File: src/twp_defines.vh
// constants for the timer0 / watchdog shared prescaler block
// assumes a single 250 MHz clock and 32-bit apb register access
`ifndef TWP_DEFINES_VH
`define TWP_DEFINES_VH

`define TWP_CLK_PERIOD_NS 4
`define TWP_WDT_BASE_NS 18000000
`define TWP_WDT_BASE_CYCLES (`TWP_WDT_BASE_NS / `TWP_CLK_PERIOD_NS)

`define TWP_ADDR_W 12
`define TWP_OFF_OPTION 12'h000
`define TWP_OFF_COUNT 12'h004
`define TWP_OFF_WDCLR 12'h008
`define TWP_OFF_STATUS 12'h00C

// option register fields
`define TWP_OPT_RATE_LSB 0
`define TWP_OPT_RATE_MSB 2
`define TWP_OPT_ASSIGN 3
`define TWP_OPT_EDGE 4
`define TWP_OPT_SRC 5
`define TWP_OPT_W 6
`define TWP_OPT_RESET 6'h3F

// status register fields
`define TWP_ST_WDT_TO 0
`define TWP_ST_CNT_OVF 1

`define TWP_PS_W 8
`define TWP_CNT_W 8
`define TWP_WDT_W 32

`endif

File: src/twp_prescaler.v
// shared ripple prescaler: counts input ticks, emits one tick per 2^shift inputs
// assumes tick_in is a one-cycle pulse and clr overrides counting
`include "twp_defines.vh"

module twp_prescaler (
  input wire clk,
  input wire rst,
  input wire clr,
  input wire tick_in,
  input wire [3:0] shift,
  output wire tick_out
);

  reg [`TWP_PS_W-1:0] cnt_r;
  wire [`TWP_PS_W-1:0] mask;

  assign mask = ~({`TWP_PS_W{1'b1}} << shift);
  // shift of zero gives the 1:1 rate: every input tick passes
  assign tick_out = tick_in & ((cnt_r & mask) == mask);

  always @(posedge clk) begin
    if (rst || clr) begin
      cnt_r <= {`TWP_PS_W{1'b0}};
    end else if (tick_in) begin
      cnt_r <= cnt_r + 8'h01;
    end
  end

endmodule

File: src/twp_top.v
// timer0 counter and watchdog sharing one prescaler, with apb registers
// assumes the external clock pin is already synchronous to clk
//
// Behaviour
// - after reset the prescaler belongs to the watchdog, not timer0
// - timer0 on external source with prescaler advances on active pin edges
// - reset selects the external clock pin as timer0 source
// - edge select set picks falling edge, clear picks rising edge
// - moving the prescaler back to watchdog must not inject a clock pulse
// - at 1:1 rate, reassignment never causes a false watchdog reset
//
// Local design decisions: the address map and register access over APB.
`include "twp_defines.vh"

module twp_top #(
  parameter WDT_BASE_CYCLES = `TWP_WDT_BASE_CYCLES
) (
  input wire clk,
  input wire rst,
  input wire psel,
  input wire penable,
  input wire pwrite,
  input wire [`TWP_ADDR_W-1:0] paddr,
  input wire [31:0] pwdata,
  output wire [31:0] prdata,
  output wire pready,
  output wire pslverr,
  input wire timer_ext_clock_pin,
  input wire watchdog_enable,
  output wire watchdog_reset,
  output wire [`TWP_CNT_W-1:0] count_value
);

  ////////////////////////////////////////////////////////////////////////////
  // apb decode

  wire setup_ph;
  wire access_ph;
  wire wr_en;
  wire hit_opt;
  wire hit_cnt;
  wire hit_clr;
  wire hit_st;
  wire mapped;

  assign setup_ph = psel & ~penable;
  assign access_ph = psel & penable;
  assign hit_opt = (paddr == `TWP_OFF_OPTION);
  assign hit_cnt = (paddr == `TWP_OFF_COUNT);
  assign hit_clr = (paddr == `TWP_OFF_WDCLR);
  assign hit_st = (paddr == `TWP_OFF_STATUS);
  assign mapped = hit_opt | hit_cnt | hit_clr | hit_st;
  assign pready = 1'b1;
  assign pslverr = access_ph & ~mapped;
  assign wr_en = access_ph & pwrite & mapped;

  ////////////////////////////////////////////////////////////////////////////
  // option register

  reg [`TWP_OPT_W-1:0] opt_r;
  wire [2:0] rate;
  wire to_wdt;
  wire edge_fall;
  wire src_pin;

  assign rate = opt_r[`TWP_OPT_RATE_MSB:`TWP_OPT_RATE_LSB];
  assign to_wdt = opt_r[`TWP_OPT_ASSIGN];
  assign edge_fall = opt_r[`TWP_OPT_EDGE];
  assign src_pin = opt_r[`TWP_OPT_SRC];

  always @(posedge clk) begin
    if (rst) begin
      opt_r <= `TWP_OPT_RESET;
    end else if (wr_en && hit_opt) begin
      opt_r <= pwdata[`TWP_OPT_W-1:0];
    end
  end

  // an assignment change is seen as a level change, used to clear the prescaler and to mask its input ticks
  reg to_wdt_d_r;
  wire assign_chg;

  always @(posedge clk) begin
    if (rst) begin
      to_wdt_d_r <= 1'b1;
    end else begin
      to_wdt_d_r <= to_wdt;
    end
  end

  assign assign_chg = to_wdt ^ to_wdt_d_r;

  ////////////////////////////////////////////////////////////////////////////
  // external pin edge detection

  reg pin_d_r;
  wire pin_rise;
  wire pin_fall;
  wire pin_edge;
  wire cnt_src_tick;

  // no reset: the delayed copy follows the pin even in reset, so a pin
  // held high through reset cannot fake a rising edge afterwards
  always @(posedge clk) begin
    pin_d_r <= timer_ext_clock_pin;
  end

  assign pin_rise = timer_ext_clock_pin & ~pin_d_r;
  assign pin_fall = ~timer_ext_clock_pin & pin_d_r;
  assign pin_edge = edge_fall ? pin_fall : pin_rise;
  // internal source counts every core clock
  assign cnt_src_tick = src_pin ? pin_edge : 1'b1;

  ////////////////////////////////////////////////////////////////////////////
  // watchdog base period

  reg [`TWP_WDT_W-1:0] base_r;
  wire base_tick;
  wire wd_clear;

  assign wd_clear = wr_en & hit_clr;
  assign base_tick = watchdog_enable && (base_r == WDT_BASE_CYCLES - 1);

  always @(posedge clk) begin
    if (rst || wd_clear || !watchdog_enable || base_tick) begin
      base_r <= {`TWP_WDT_W{1'b0}};
    end else begin
      base_r <= base_r + 32'h00000001;
    end
  end

  ////////////////////////////////////////////////////////////////////////////
  // shared prescaler
  // the mux picks one-cycle ticks, never clock levels, so a change of
  // assignment cannot itself look like an edge whatever the pin level is

  wire ps_in;
  wire ps_out;
  wire ps_clr;
  wire [3:0] ps_shift;

  assign ps_in = to_wdt ? base_tick : cnt_src_tick;
  // reassignment clears the prescaler instead of clocking it
  assign ps_clr = assign_chg | (wr_en & hit_cnt & ~to_wdt) | (wd_clear & to_wdt);
  // ticks arriving in the switch cycle are dropped together with the clear
  assign ps_shift = to_wdt ? {1'b0, rate} : ({1'b0, rate} + 4'h1);

  twp_prescaler u_ps (
    .clk(clk),
    .rst(rst),
    .clr(ps_clr),
    .tick_in(ps_in & ~assign_chg),
    .shift(ps_shift),
    .tick_out(ps_out)
  );

  ////////////////////////////////////////////////////////////////////////////
  // timer0 counter

  reg [`TWP_CNT_W-1:0] cnt_r;
  wire cnt_tick;
  wire cnt_ovf;

  assign cnt_tick = to_wdt ? cnt_src_tick : ps_out;
  assign cnt_ovf = cnt_tick & (cnt_r == 8'hFF) & ~(wr_en & hit_cnt);

  always @(posedge clk) begin
    if (rst) begin
      cnt_r <= 8'h00;
    end else if (wr_en && hit_cnt) begin
      cnt_r <= pwdata[`TWP_CNT_W-1:0];
    end else if (cnt_tick) begin
      cnt_r <= cnt_r + 8'h01;
    end
  end

  assign count_value = cnt_r;

  ////////////////////////////////////////////////////////////////////////////
  // watchdog time-out

  reg wdt_rst_r;
  wire wdt_to;

  // only a real base period expiry can time out, never a reassignment
  assign wdt_to = watchdog_enable & ~wd_clear & (to_wdt ? ps_out : base_tick);

  always @(posedge clk) begin
    if (rst) begin
      wdt_rst_r <= 1'b0;
    end else begin
      wdt_rst_r <= wdt_to;
    end
  end

  assign watchdog_reset = wdt_rst_r;

  ////////////////////////////////////////////////////////////////////////////
  // status flags: write one to clear, a new event wins over the clear

  reg st_to_r;
  reg st_ovf_r;
  wire st_wr;

  assign st_wr = wr_en & hit_st;

  always @(posedge clk) begin
    if (rst) begin
      st_to_r <= 1'b0;
      st_ovf_r <= 1'b0;
    end else begin
      st_to_r <= wdt_to | (st_to_r & ~(st_wr & pwdata[`TWP_ST_WDT_TO]));
      st_ovf_r <= cnt_ovf | (st_ovf_r & ~(st_wr & pwdata[`TWP_ST_CNT_OVF]));
    end
  end

  ////////////////////////////////////////////////////////////////////////////
  // read data, captured in the setup cycle for a zero-wait access

  reg [31:0] prdata_r;
  reg [31:0] rd_mux;

  always @* begin
    rd_mux = 32'h00000000;
    if (hit_opt) begin
      rd_mux[`TWP_OPT_W-1:0] = opt_r;
    end else if (hit_cnt) begin
      rd_mux[`TWP_CNT_W-1:0] = cnt_r;
    end else if (hit_st) begin
      rd_mux[`TWP_ST_WDT_TO] = st_to_r;
      rd_mux[`TWP_ST_CNT_OVF] = st_ovf_r;
    end
  end

  always @(posedge clk) begin
    if (rst) begin
      prdata_r <= 32'h00000000;
    end else if (setup_ph && !pwrite) begin
      prdata_r <= rd_mux;
    end
  end

  assign prdata = prdata_r;

endmodule
File: config.mk
export PLATFORM = sky130hd
export DESIGN_NAME = twp_top
export DESIGN_NICKNAME = d
export VERILOG_FILES = /design/src/twp_prescaler.v /design/src/twp_top.v
export VERILOG_INCLUDE_DIRS = /design/src
export SDC_FILE = /design/constraint.sdc
export NUM_CORES = 1
export LEC_CHECK = 0
export BUFFER_PORTS_ARGS = -buffer_cell sky130_fd_sc_hd__buf_2
export CAP_MARGIN = 10
export CORE_ASPECT_RATIO = 0.9
export CORE_MARGIN = 5
export CORE_UTILIZATION = 45
export CTS_BUF_LIST = sky130_fd_sc_hd__clkbuf_4 sky130_fd_sc_hd__clkbuf_8
export CTS_CLUSTER_SIZE = 25
export DETAILED_ROUTE_END_ITERATION = 12
export PLACE_DENSITY = 0.7
export SYNTH_ARGS = -nofsm -noshare
export SYNTH_HDL_FRONTEND = slang
export SYNTH_SLANG_ARGS = --single-unit
File: constraint.sdc
create_clock -name clk -period 3.3 [get_ports clk]
set_input_delay 0.33 -clock clk [delete_from_list [all_inputs] [get_ports clk]]
set_output_delay 0.33 -clock clk [all_outputs]
set_load 0.01 [all_outputs]
=== Word-level counts from Yosys, hierarchy flattened ===
Cells that the tools add are included.

* Word-level logic and storage cells: 88
* Output and inout bits: 43
* Bits in registers: 67

* Add/subtract/negate cells: 4
* Multiplexer cells: 13
* Reduce and logical (&&, ||, !) cells: 12
* Shifts and indexed selects: 1
* Equal/unequal tests: 6
* Bitwise operators: 42

{| class="wikitable"
|+ Operators by type and width
! operator !! number
|-
| 32-bit by 1-bit adder with 32-bit output (second input constant) || 1
|-
| 32-bit by 23-bit == test with 1-bit output (second input constant) || 1
|-
| 12-bit by 4-bit == test with 1-bit output (second input constant) || 2
|-
| 1-bit AND || 22
|-
| 8-bit by 1-bit adder with 8-bit output (second input constant) || 2
|-
| 8-bit 2-to-1 mux || 2
|-
| 12-bit by 3-bit == test with 1-bit output (second input constant) || 1
|-
| 12-bit zero test || 1
|-
| 6-bit 2-to-1 mux || 2
|-
| 1-bit NOT || 10
|-
| 8-bit AND || 1
|-
| 8-bit == test || 1
|-
| 8-bit == test (second input constant) || 1
|-
| 8-bit NOT || 1
|-
| 8-bit by 4-bit left shift with 8-bit output (first input constant) || 1
|-
| 1-bit OR || 7
|-
| 2-bit 2-to-1 mux || 3
|-
| 1-bit 2-to-1 mux || 5
|-
| 3-bit by 1-bit adder with 4-bit output (second input constant) || 1
|-
| 1-bit logical AND || 4
|-
| 1-bit logical OR || 4
|-
| 4-bit 2-to-1 mux || 1
|-
| 1-bit zero test || 2
|-
| 2-bit nonzero test || 1
|-
| 1-bit XOR || 1
|}

=== Longest topological paths before layout ===
Gate-level depths: netlist (run 1).

* Depth after elaboration: 11
* Depth in mapped cells: 9
* Mapped depth without buffers: 8

=== Cells and area by module ===
Synthesis (run 1) repeated with hierarchy kept, for this count alone.

* Cells, all modules: 442
* Area, all modules: 3748.6 µm²

{| class="wikitable"
|+ Modules (own cells, without submodules)
! module !! seq. area each (µm²) !! instances !! area each (µm²) !! cells each
|-
| twp_top || 1181.1 || 1 || 3308.2 || 388
|-
| twp_prescaler || 160.2 || 1 || 440.4 || 54
|}

=== Worst setup path before layout (run 1) ===
Ideal clock, no wire load.

* Kind: reg2reg
* Start: reg opt_r[0]
* End: reg cnt_r[4] (netlist: count_value[4])
* Clock period less this slack: 2.627 ns
* Required time: 3.209 ns
* Arrival time: 2.536 ns
* Path buffers: 0
* Cell stages (with the launch flop): 9
* Path slack: 0.673 ns
* Setup time: 0.091 ns
* Cells stage by stage: dfxtp_1 -> ha_1 -> nand2b_1 -> a211oi_1 -> or4_4 -> a2111oi_4 -> o21ai_4 -> or4_1 -> a311oi_1

* Word-level cells in the longest chain between the ends: 9

{| class="wikitable"
|+ RTL lines
! element !! RTL line !! text
|-
| from (decl) || twp_top.v:60 || <nowiki>reg [`TWP_OPT_W-1:0] opt_r;</nowiki>
|-
| from (signal assigned) || twp_top.v:73 || <nowiki>opt_r <= `TWP_OPT_RESET;</nowiki>
|-
| from (signal assigned) || twp_top.v:75 || <nowiki>opt_r <= pwdata[`TWP_OPT_W-1:0];</nowiki>
|-
| 3-bit by 1-bit adder with 4-bit output || twp_top.v:146 || <nowiki>assign ps_shift = to_wdt ? {1'b0, rate} : ({1'b0, rate} + 4'h1);</nowiki>
|-
| 4-bit 2-to-1 mux * || twp_top.v:146 ||
|-
| 8-bit by 4-bit left shift with 8-bit output * || twp_prescaler.v:17 || <nowiki>assign mask = ~({`TWP_PS_W{1'b1}} << shift);</nowiki>
|-
| 8-bit NOT * || twp_prescaler.v:17 ||
|-
| 8-bit AND || twp_prescaler.v:19 || <nowiki>assign tick_out = tick_in & ((cnt_r & mask) == mask);</nowiki>
|-
| 8-bit == test * || twp_prescaler.v:19 ||
|-
| 1-bit AND * || twp_prescaler.v:19 ||
|-
| 1-bit 2-to-1 mux * || twp_top.v:164 || <nowiki>assign cnt_tick = to_wdt ? cnt_src_tick : ps_out;</nowiki>
|-
| 2-bit nonzero test (no source line) * || - ||
|-
| to (signal assigned) || twp_top.v:171 || <nowiki>cnt_r <= pwdata[`TWP_CNT_W-1:0];</nowiki>
|-
| to (signal assigned) || twp_top.v:173 || <nowiki>cnt_r <= cnt_r + 8'h01;</nowiki>
|-
| to (decl) || twp_top.v:160 || <nowiki>reg [`TWP_CNT_W-1:0] cnt_r;</nowiki>
|}

Mark *: on every way between the ends. The rest lies on a longest branch, timed or not.
A chain may end at the register's enable or synchronous reset.

=== Final worst setup path (run 1) ===
* Start: reg opt_r[1]
* End: reg cnt_r[4] (netlist: count_value[4])

The elaborated chain is that of the path after synthesis.

==> flow_summary.toml, run 1 <==
[sta]
final_max_slew_viol_count = 0
fmax_ghz = 0.341
hold_viol = 0
fin_skew_ps = 7.71
relSlewSlack = 0.570
fin_hold_ws_ps = 111
worst_pin_slew_ps = 645
fin_crit_ps = 2930
fin_crit_sh = 0.889
rsz0062_at_grt = "no"
fin_setup_tns_ps = 0
setup_viol = 0

[drt]
wire_per_inst_um = 13.1
wl_um = 7340
drc = 0
dr.pass1.iters = 4
drt_iter0_drc = 148
ant_nets = 0
num_vias = 2928
viasPerCell = 5.21

[logic_synthesis]
yosys-top-cells-area = "dfxtp_1, nor2_1, buf_4"
synth_top_family_by_area = "simple AND/OR/NAND/NOR gates"
synth_top_area_share = 0.382
syn_avg_cell_area_um2 = 8.43
synthXorXnorAreaFrac = 0.0972
synth_edf_count = 0
synth_area_mm2 = 0.00351
ys_types = 56
syn_inst = 417
yosys-mux-area-fraction = 0.0410
ys_async_sr_fraction = 0
synth_warnings = 0
yosys.area_share.simple = 0.278
synth-compound-area-share = 0.108
yosys.area.top_type = "dfxtp_1"
seq_area_frac_synth = 0.382
ys.flop_type = "dfxtp_1"
synth-adder-area-share = 0.0142
ys_ff_latch = 67

[cells_and_area]
finalNetCount = 516
drive_above_1_share = 0.170
postLayoutCoreUtil = 0.517
syn2layout_area_growth_pct = 11.6
final_area_mm2 = 0.00392
layout_commonest_cell = "nor2_1"
insertedDiodeCount = 0
layout_common_cells = "nor2_1, dfxtp_1, buf_2"
fillers = 732
stdcell_count = 562

[placement]
dp.cells = 546
io_buffers = 44
gp_congestion = 0.823
place_area_mm2 = 0.00374
dp_hpwl_um = 5280

[cts]
htreeDepth = 3
path_clk_slew_ps = 80
postCtsSetupRepairBufs = 0
cts.sinks = 67
hold_buffers = 0
clock-root-buffer = "clkbuf_8"
cts_tree = "yes"
clk_latency_ps = 350
cts_buffer_depth = 2
cts_resized = 0
cts_buffers = 9

[worst_hold_path]
holdPathEnd = "pin_d_r"
hold_path_class = "in -> reg"
min_from = "timer_ext_clock_pin"
holdPathStages = 1

[global_routing]
grtUsageTotal = 0.160
grt_max_degree = 32
grt_pass1_vias = 2713
grt_pass1_wl_um = 12400
antenna_found_initial = 0
overflow = 0

[critical_path]
cp.required_ps = 3560
reg2regPathDepth = 8
critPathLaunchType = "flip-flop"
crit_arrival_ps = 3190
cp-end-kind = "flip-flop"
reg2reg_slack_ps = 370
rr_endpoint = "count_value[4]"
r2r-start = "opt_r[1]"
cp_max_fo = 8
path_class = "reg -> reg"

[power_and_ir_drop]
irDropWorstVdd_mv = 0.294
p_per_area_mw_per_mm2 = 387
cellLeakagePower_nw = 1.56

[floorplan]
die_w_um = 103
io_pins = 94
fp.dieH_um = 93.8
row_count = 30
die_area_mm2 = 0.00968
floorplan.initialDensity = 0.463
coreArea_mm2 = 0.00758

[outcome]
status = "finished, final reports clean"

[job]
maxCapViolCount = 0
[worst max path at each step]
stage                   from        endpoint  slack (ps)
CTS                 opt_r[1]  count_value[4]         380
global route        opt_r[1]  count_value[4]         220
global placement    opt_r[1]  count_value[4]         470
detailed placement  opt_r[1]  count_value[4]         390
finish              opt_r[1]  count_value[4]         370
floorplan           opt_r[0]  count_value[4]         670
[cells by family after synthesis]
kind of cell / after synthesis
AO/OA/AOI/OAI: 48
buffers and inverters: 48
multiplexers: 14
flip-flops: 67
AND/OR/NAND/NOR: 195
adder cells (fa/ha/maj): 4
XOR/XNOR: 39
other: 2
[area by class of cell]
cell class	instances	area (µm²)	area share
well taps	96	120	0.0306
repair buffers	49	258	0.0658
clock buffers	11	145	0.0370
clock inverters	5	38.8	0.00989
flip-flops and latches	67	1340	0.342
inverters	9	33.8	0.00862
multi-input cells	325	1980	0.506
[power by group]
group / internal [mW] / switching (mW) / leakage (nW)
clock: 0.304 / 0.323 / 0.0929
combinational: 0.0255 / 0.0507 / 0.926
sequential: 0.811 / 0.00390 / 0.541
total: 1.14 / 0.378 / 1.56
[synthesized netlist by cell type, types with 3 or more instances]
| library cell | count |
|---|---|
| a211oi_1 | 5 |
| a21oi_1 | 7 |
| a22oi_1 | 5 |
| a31oi_1 | 3 |
| and2_1 | 5 |
| and3_1 | 14 |
| and4_1 | 6 |
| buf_4 | 25 |
| clkbuf_1 | 12 |
| dfxtp_1 | 67 |
| ha_1 | 4 |
| inv_1 | 9 |
| mux2_2 | 3 |
| mux2i_1 | 11 |
| nand2_1 | 29 |
| nand2b_1 | 7 |
| nand3_1 | 21 |
| nand4_1 | 11 |
| nor2_1 | 73 |
| nor3_1 | 8 |
| nor4_1 | 4 |
| o21ai_0 | 4 |
| or3_1 | 3 |
| xnor2_1 | 20 |
| xor2_1 | 19 |
[critical path, cell delays in order, from the launching register on]
cell and delay, ps:
dfxtp_1 460, ha_1 340, mux2i_1 150, a21oi_1 50
or4_4 520, a2111oi_4 510, o21ai_4 150, or4_1 430
a311oi_1 240
[metal layers]
layer,track usage,part of all wire,vias up
li1,-,-,1488
met1,0.212,0.49,1351
met2,0.240,0.42,74
met3,0.0512,0.065,15
met4,0.0604,0.019,0
met5,0,0,-
[flip-flops by register name, indices dropped and copies added, names as in the netlist]
| signal | cells |
|---|---|
| u_ps.cnt_r | 8 |
| watchdog_reset | 1 |
| count_value | 8 |
| base_r | 32 |
| prdata | 8 |
| st_ovf_r | 1 |
| pin_d_r | 1 |
| opt_r | 6 |
| st_to_r | 1 |
| to_wdt_d_r | 1 |
[stage by stage]
stage	worst slack, ps	power [mW]
2_1_floorplan	673	0.903
5_1_grt	216	1.59
4_1_cts	377	1.54
3_3_place_gp	473	0.909
6_report	366	1.52
3_5_place_dp	395	0.910
No activity file was read; power rests on OpenSTA's default activity.
==> run 2, diff against run 1 <==
Settings changed: PLACE_DENSITY 0.7 to 0.73.
Clock period 3.3 ns to 2.4 ns, I/O delays scaled along.
==> flow_summary.toml, run 2 (synthesis gave the netlist of run 1 again) <==
[critical_path]
crit_arrival_ps = 2840
cp_max_fo = 4
critPathLaunchType = "flip-flop"
cp.required_ps = 2670
rr_endpoint = "count_value[4]"
r2r-start = "opt_r[0]"
cp-end-kind = "flip-flop"
path_class = "reg -> reg"
reg2reg_slack_ps = -170
cp-startpoint = "opt_r[0]"
reg2regPathDepth = 8

[floorplan]
fp.dieH_um = 93.8
coreArea_mm2 = 0.00758
floorplan.initialDensity = 0.463
io_pins = 94
die_area_mm2 = 0.00968
row_count = 30
die_w_um = 103

[drt]
num_vias = 3091
viasPerCell = 5.30
ant_nets = 0
wire_per_inst_um = 14.1
wl_um = 8210
drc = 0
drt_iter0_drc = 220
dr.pass1.iters = 4

[job]
maxCapViolCount = 0

[global_routing]
grtUsageTotal = 0.183
grt_max_degree = 32
grt_pass1_wl_um = 14000
grt_pass1_vias = 2993
overflow = 0
top_usage_layer = "met2"
met1_usage = 0.248
use_met2 = 0.275
antenna_found_initial = 0
grtUsageMet3 = 0.0431

[cts]
cts_buffer_depth = 2
clock-root-buffer = "clkbuf_8"
cts_tree = "yes"
hold_buffers = 0
cts_buffers = 9
htreeDepth = 3
cts.sinks = 67
clk_latency_ps = 350
path_clk_slew_ps = 80

[power_and_ir_drop]
total_power_mw = 2.06
irDropWorstVdd_mv = 0.338
p_per_area_mw_per_mm2 = 500
cellLeakagePower_nw = 1.67

[placement]
io_buffers = 44
gp_congestion = 0.836
dp_hpwl_um = 6040
dp_slack_ps = -220
dp.cells = 564

[sta]
rsz0062_at_grt = "yes"
worst_slack_ps = -171
fin_crit_sh = 1.07
fmax_ghz = 0.389
setup_viol = 7
fin_crit_ps = 2570
hold_viol = 0
relSlewSlack = 0.583
worst_pin_slew_ps = 625
final_max_slew_viol_count = 0
fin_skew_ps = 6.76

[worst_hold_path]
min_from = "timer_ext_clock_pin"
holdPathEnd = "pin_d_r"
holdPathStages = 1
hold_path_class = "in -> reg"

[cells_and_area]
largest_register = "base_r"
largest_reg_flops = 32
insertedDiodeCount = 0
stdcell_count = 583
finalNetCount = 537
layout_common_cells = "nor2_1, dfxtp_1, buf_2"
syn2layout_area_growth_pct = 17.0
layout_commonest_cell = "nor2_1"
drive_above_1_share = 0.222

[outcome]
status = "finished, violations left"
violations = "negative setup slack"
## run 2: where the power goes
group	internal (mW)	switching [mW]	leakage (nW)	total [mW]
Combinational	0.0396	0.0727	1.04	0.112
Clock	0.370	0.453	0.0887	0.823
Sequential	1.11	0.00569	0.540	1.12
Total	1.52	0.531	1.67	2.06
## run 2: stage by stage
stage | instance area, µm² | util | TNS, ps | hold slack, ps
finish | 4110 | 0.542 | -922 | 24.8
global route | 4110 | 0.542 | -1910 | 19.7
CTS | 4080 | 0.538 | -624 | 13.2
detailed placement | 3890 | 0.513 | -1090 | 378
global placement | 3890 | 0.513 | -621 | 372
floorplan | 3620 | - | -396 | 268
## run 2: repair_timing
item,CTS,global route
setup endpoints to repair,8,9
pin swaps,6,5
resized for setup,1,5
buffers inserted,2,1
## run 2: routing by layer
layer | vias up | share of wire
met1 | 1451 | 0.47
li1 | 1532 | -
met2 | 96 | 0.46
met3 | 12 | 0.058
met4 | 0 | 0.016
met5 | - | 0
## run 2: final cells by class
cell class                      count  area (µm²)
Fill cell                         706        3470
Multi-Input combinational cell    325        2020
Sequential cell                    67        1350
Timing Repair Buffer               70         415
Clock buffer                        9         124
Tap cell                           96         120
Clock inverter                      7        45.0
Inverter                            9        33.8
## run 2: worst max path at each step
| stage | endpoint | slack [ps] |
|---|---|---|
| after floorplan | count_value[4] | -210 |
| after global placement | count_value[4] | -160 |
| after detailed placement | count_value[4] | -220 |
| after CTS | count_value[4] | -150 |
| after global routing | count_value[4] | -290 |
| final | count_value[4] | -170 |
## run 2: critical path: stages, from the launching register on
cell,delay (ps)
dfxtp_4,350
ha_4,240
mux2i_1,140
a21oi_1,60
or4_4,510
a2111oi_4,420
o21ai_4,100
or4_1,440
a311oi_2,240
==> run 3, diff against run 2 <==
--- a/config.mk
+++ b/config.mk
@@ -16,4 +16,5 @@
 export DETAILED_ROUTE_END_ITERATION = 12
 export PLACE_DENSITY = 0.73
+export SKIP_CTS_REPAIR_TIMING = 1
 export SYNTH_ARGS = -nofsm -noshare
 export SYNTH_HDL_FRONTEND = slang
==> constraint.sdc (replaced) <==
create_clock -name clk -period 2.4 [get_ports clk]
set_input_delay 0.36 -clock clk [delete_from_list [all_inputs] [get_ports clk]]
set_output_delay 0.36 -clock clk [all_outputs]
set_load 0.01 [all_outputs]
==> flow_summary.toml, run 3 (synthesis gave the netlist of run 1 again) <==
[sta]
hold_viol = 0
worst_slack_ps = -161
fin_crit_ps = 2560
fin_skew_ps = 11.5
setup_viol = 8
fmax_ghz = 0.390
rsz0062_at_grt = "yes"
fin_hold_ws_ps = 143
final_max_slew_viol_count = 0
fin_crit_sh = 1.07

[cts]
path_clk_slew_ps = 80
cts.sinks = 67
cts_tree = "yes"
clk_latency_ps = 350
cts_buffer_depth = 2
clock-root-buffer = "clkbuf_8"
cts_buffers = 9
htreeDepth = 3

[placement]
gp_congestion = 0.815
io_buffers = 44
dp_hpwl_um = 5910
place_area_mm2 = 0.00393
dp.cells = 568

[outcome]
violations = "negative setup slack"
status = "finished, violations left"

[global_routing]
grtUsageTotal = 0.172
overflow = 0
grt_max_degree = 32
antenna_found_initial = 0
grt_pass1_wl_um = 13100
grt_pass1_vias = 2786

[drt]
wl_um = 8210
drc = 0
viasPerCell = 5.26
num_vias = 3085
drt_iter0_drc = 149
wire_per_inst_um = 14.0
ant_nets = 0
dr.pass1.iters = 4

[cells_and_area]
largest_register = "base_r"
stdcell_count = 586
drive_above_1_share = 0.231
final_area_mm2 = 0.00426
finalNetCount = 540
multiInputGateArea_mm2 = 0.00205
largest_reg_flops = 32
layout_commonest_cell = "nor2_1"
seq_area_mm2 = 0.00135
syn2layout_area_growth_pct = 21.2
fillers = 698
layout_common_cells = "nor2_1, dfxtp_1, buf_2"
insertedDiodeCount = 0

[critical_path]
crit_arrival_ps = 2830
cp-startpoint = "opt_r[0]"
critPathBufInv = 0
reg2reg_slack_ps = -160
cp-end-kind = "flip-flop"
max_stage_delay_ps = 550
critPathLaunchType = "flip-flop"
cp.required_ps = 2660
rr_endpoint = "count_value[4]"
path_class = "reg -> reg"
critPathTopFamily = "simple AND/OR/NAND/NOR gates"
crit_path_top_delay_cell = "or4_4"
reg2regPathDepth = 8
crit_chain = "ha_4, nand2b_4, a211oi_2, or4_4, a2111oi_4, o21ai_4, or4_1, a311oi_1"
r2r-start = "opt_r[0]"
cp_max_fo = 4

[floorplan]
io_pins = 94
fp.dieH_um = 93.8
floorplan.initialDensity = 0.463
coreArea_mm2 = 0.00758
die_area_mm2 = 0.00968
row_count = 30
die_w_um = 103

[worst_hold_path]
min_from = "timer_ext_clock_pin"
holdPathStages = 1
holdPathEnd = "pin_d_r"
hold_path_class = "in -> reg"

[power_and_ir_drop]
irDropWorstVdd_mv = 0.360
p_per_area_mw_per_mm2 = 566
cellLeakagePower_nw = 1.71

[job]
maxCapViolCount = 0
-- run 3: worst register-to-register path: cells and delay by family (launching register included) --
family | cells | cell delay (ps)
compound gates | 4 | 850
fa+ha+maj | 1 | 250
flops | 1 | 360
simple gates | 3 | 1020
-- run 3: where the power goes --
part | leakage (nW) | internal [mW] | switching [mW]
sequential | 0.540 | 1.11 | 0.00580
combinational | 1.05 | 0.0440 | 0.0760
clock | 0.120 | 0.699 | 0.472
-- run 3: per-stage QoR --
stage	util	setup TNS (ps)	total power, mW	setup slack [ps]
after floorplan	-	-396	1.24	-209
after global placement	0.518	-745	1.26	-167
after detailed placement	0.518	-1070	1.26	-225
after CTS	0.551	-1300	2.42	-251
after global routing	0.562	-1530	2.50	-282
final	0.562	-504	2.41	-161
-- run 3: cell type report --
| type | instances | area share |
|---|---|---|
| clock inverter | 7 | 0.0291 |
| multi-input combinational | 325 | 0.481 |
| sequential | 67 | 0.316 |
| timing repair buffer | 73 | 0.108 |
| inverter | 9 | 0.00793 |
| tap | 96 | 0.0282 |
| clock buffer | 9 | 0.0291 |
-- run 3: how the worst max path moves through the flow --
stage | to | slack, ps | cells after the start
finish | count_value[4] | -160 | 8
global route | count_value[4] | -280 | 8
CTS | count_value[4] | -250 | 8
detailed placement | count_value[4] | -230 | 8
global placement | count_value[4] | -170 | 8
floorplan | count_value[4] | -210 | 8
-- run 3: metal layers --
metal | wire, µm | part of all wire | GRT usage
met1 | 3760 | 0.46 | 0.232
met2 | 3750 | 0.46 | 0.260
met3 | 583 | 0.071 | 0.0401
met4 | 111 | 0.014 | 0.0744
met5 | 0 | 0 | 0
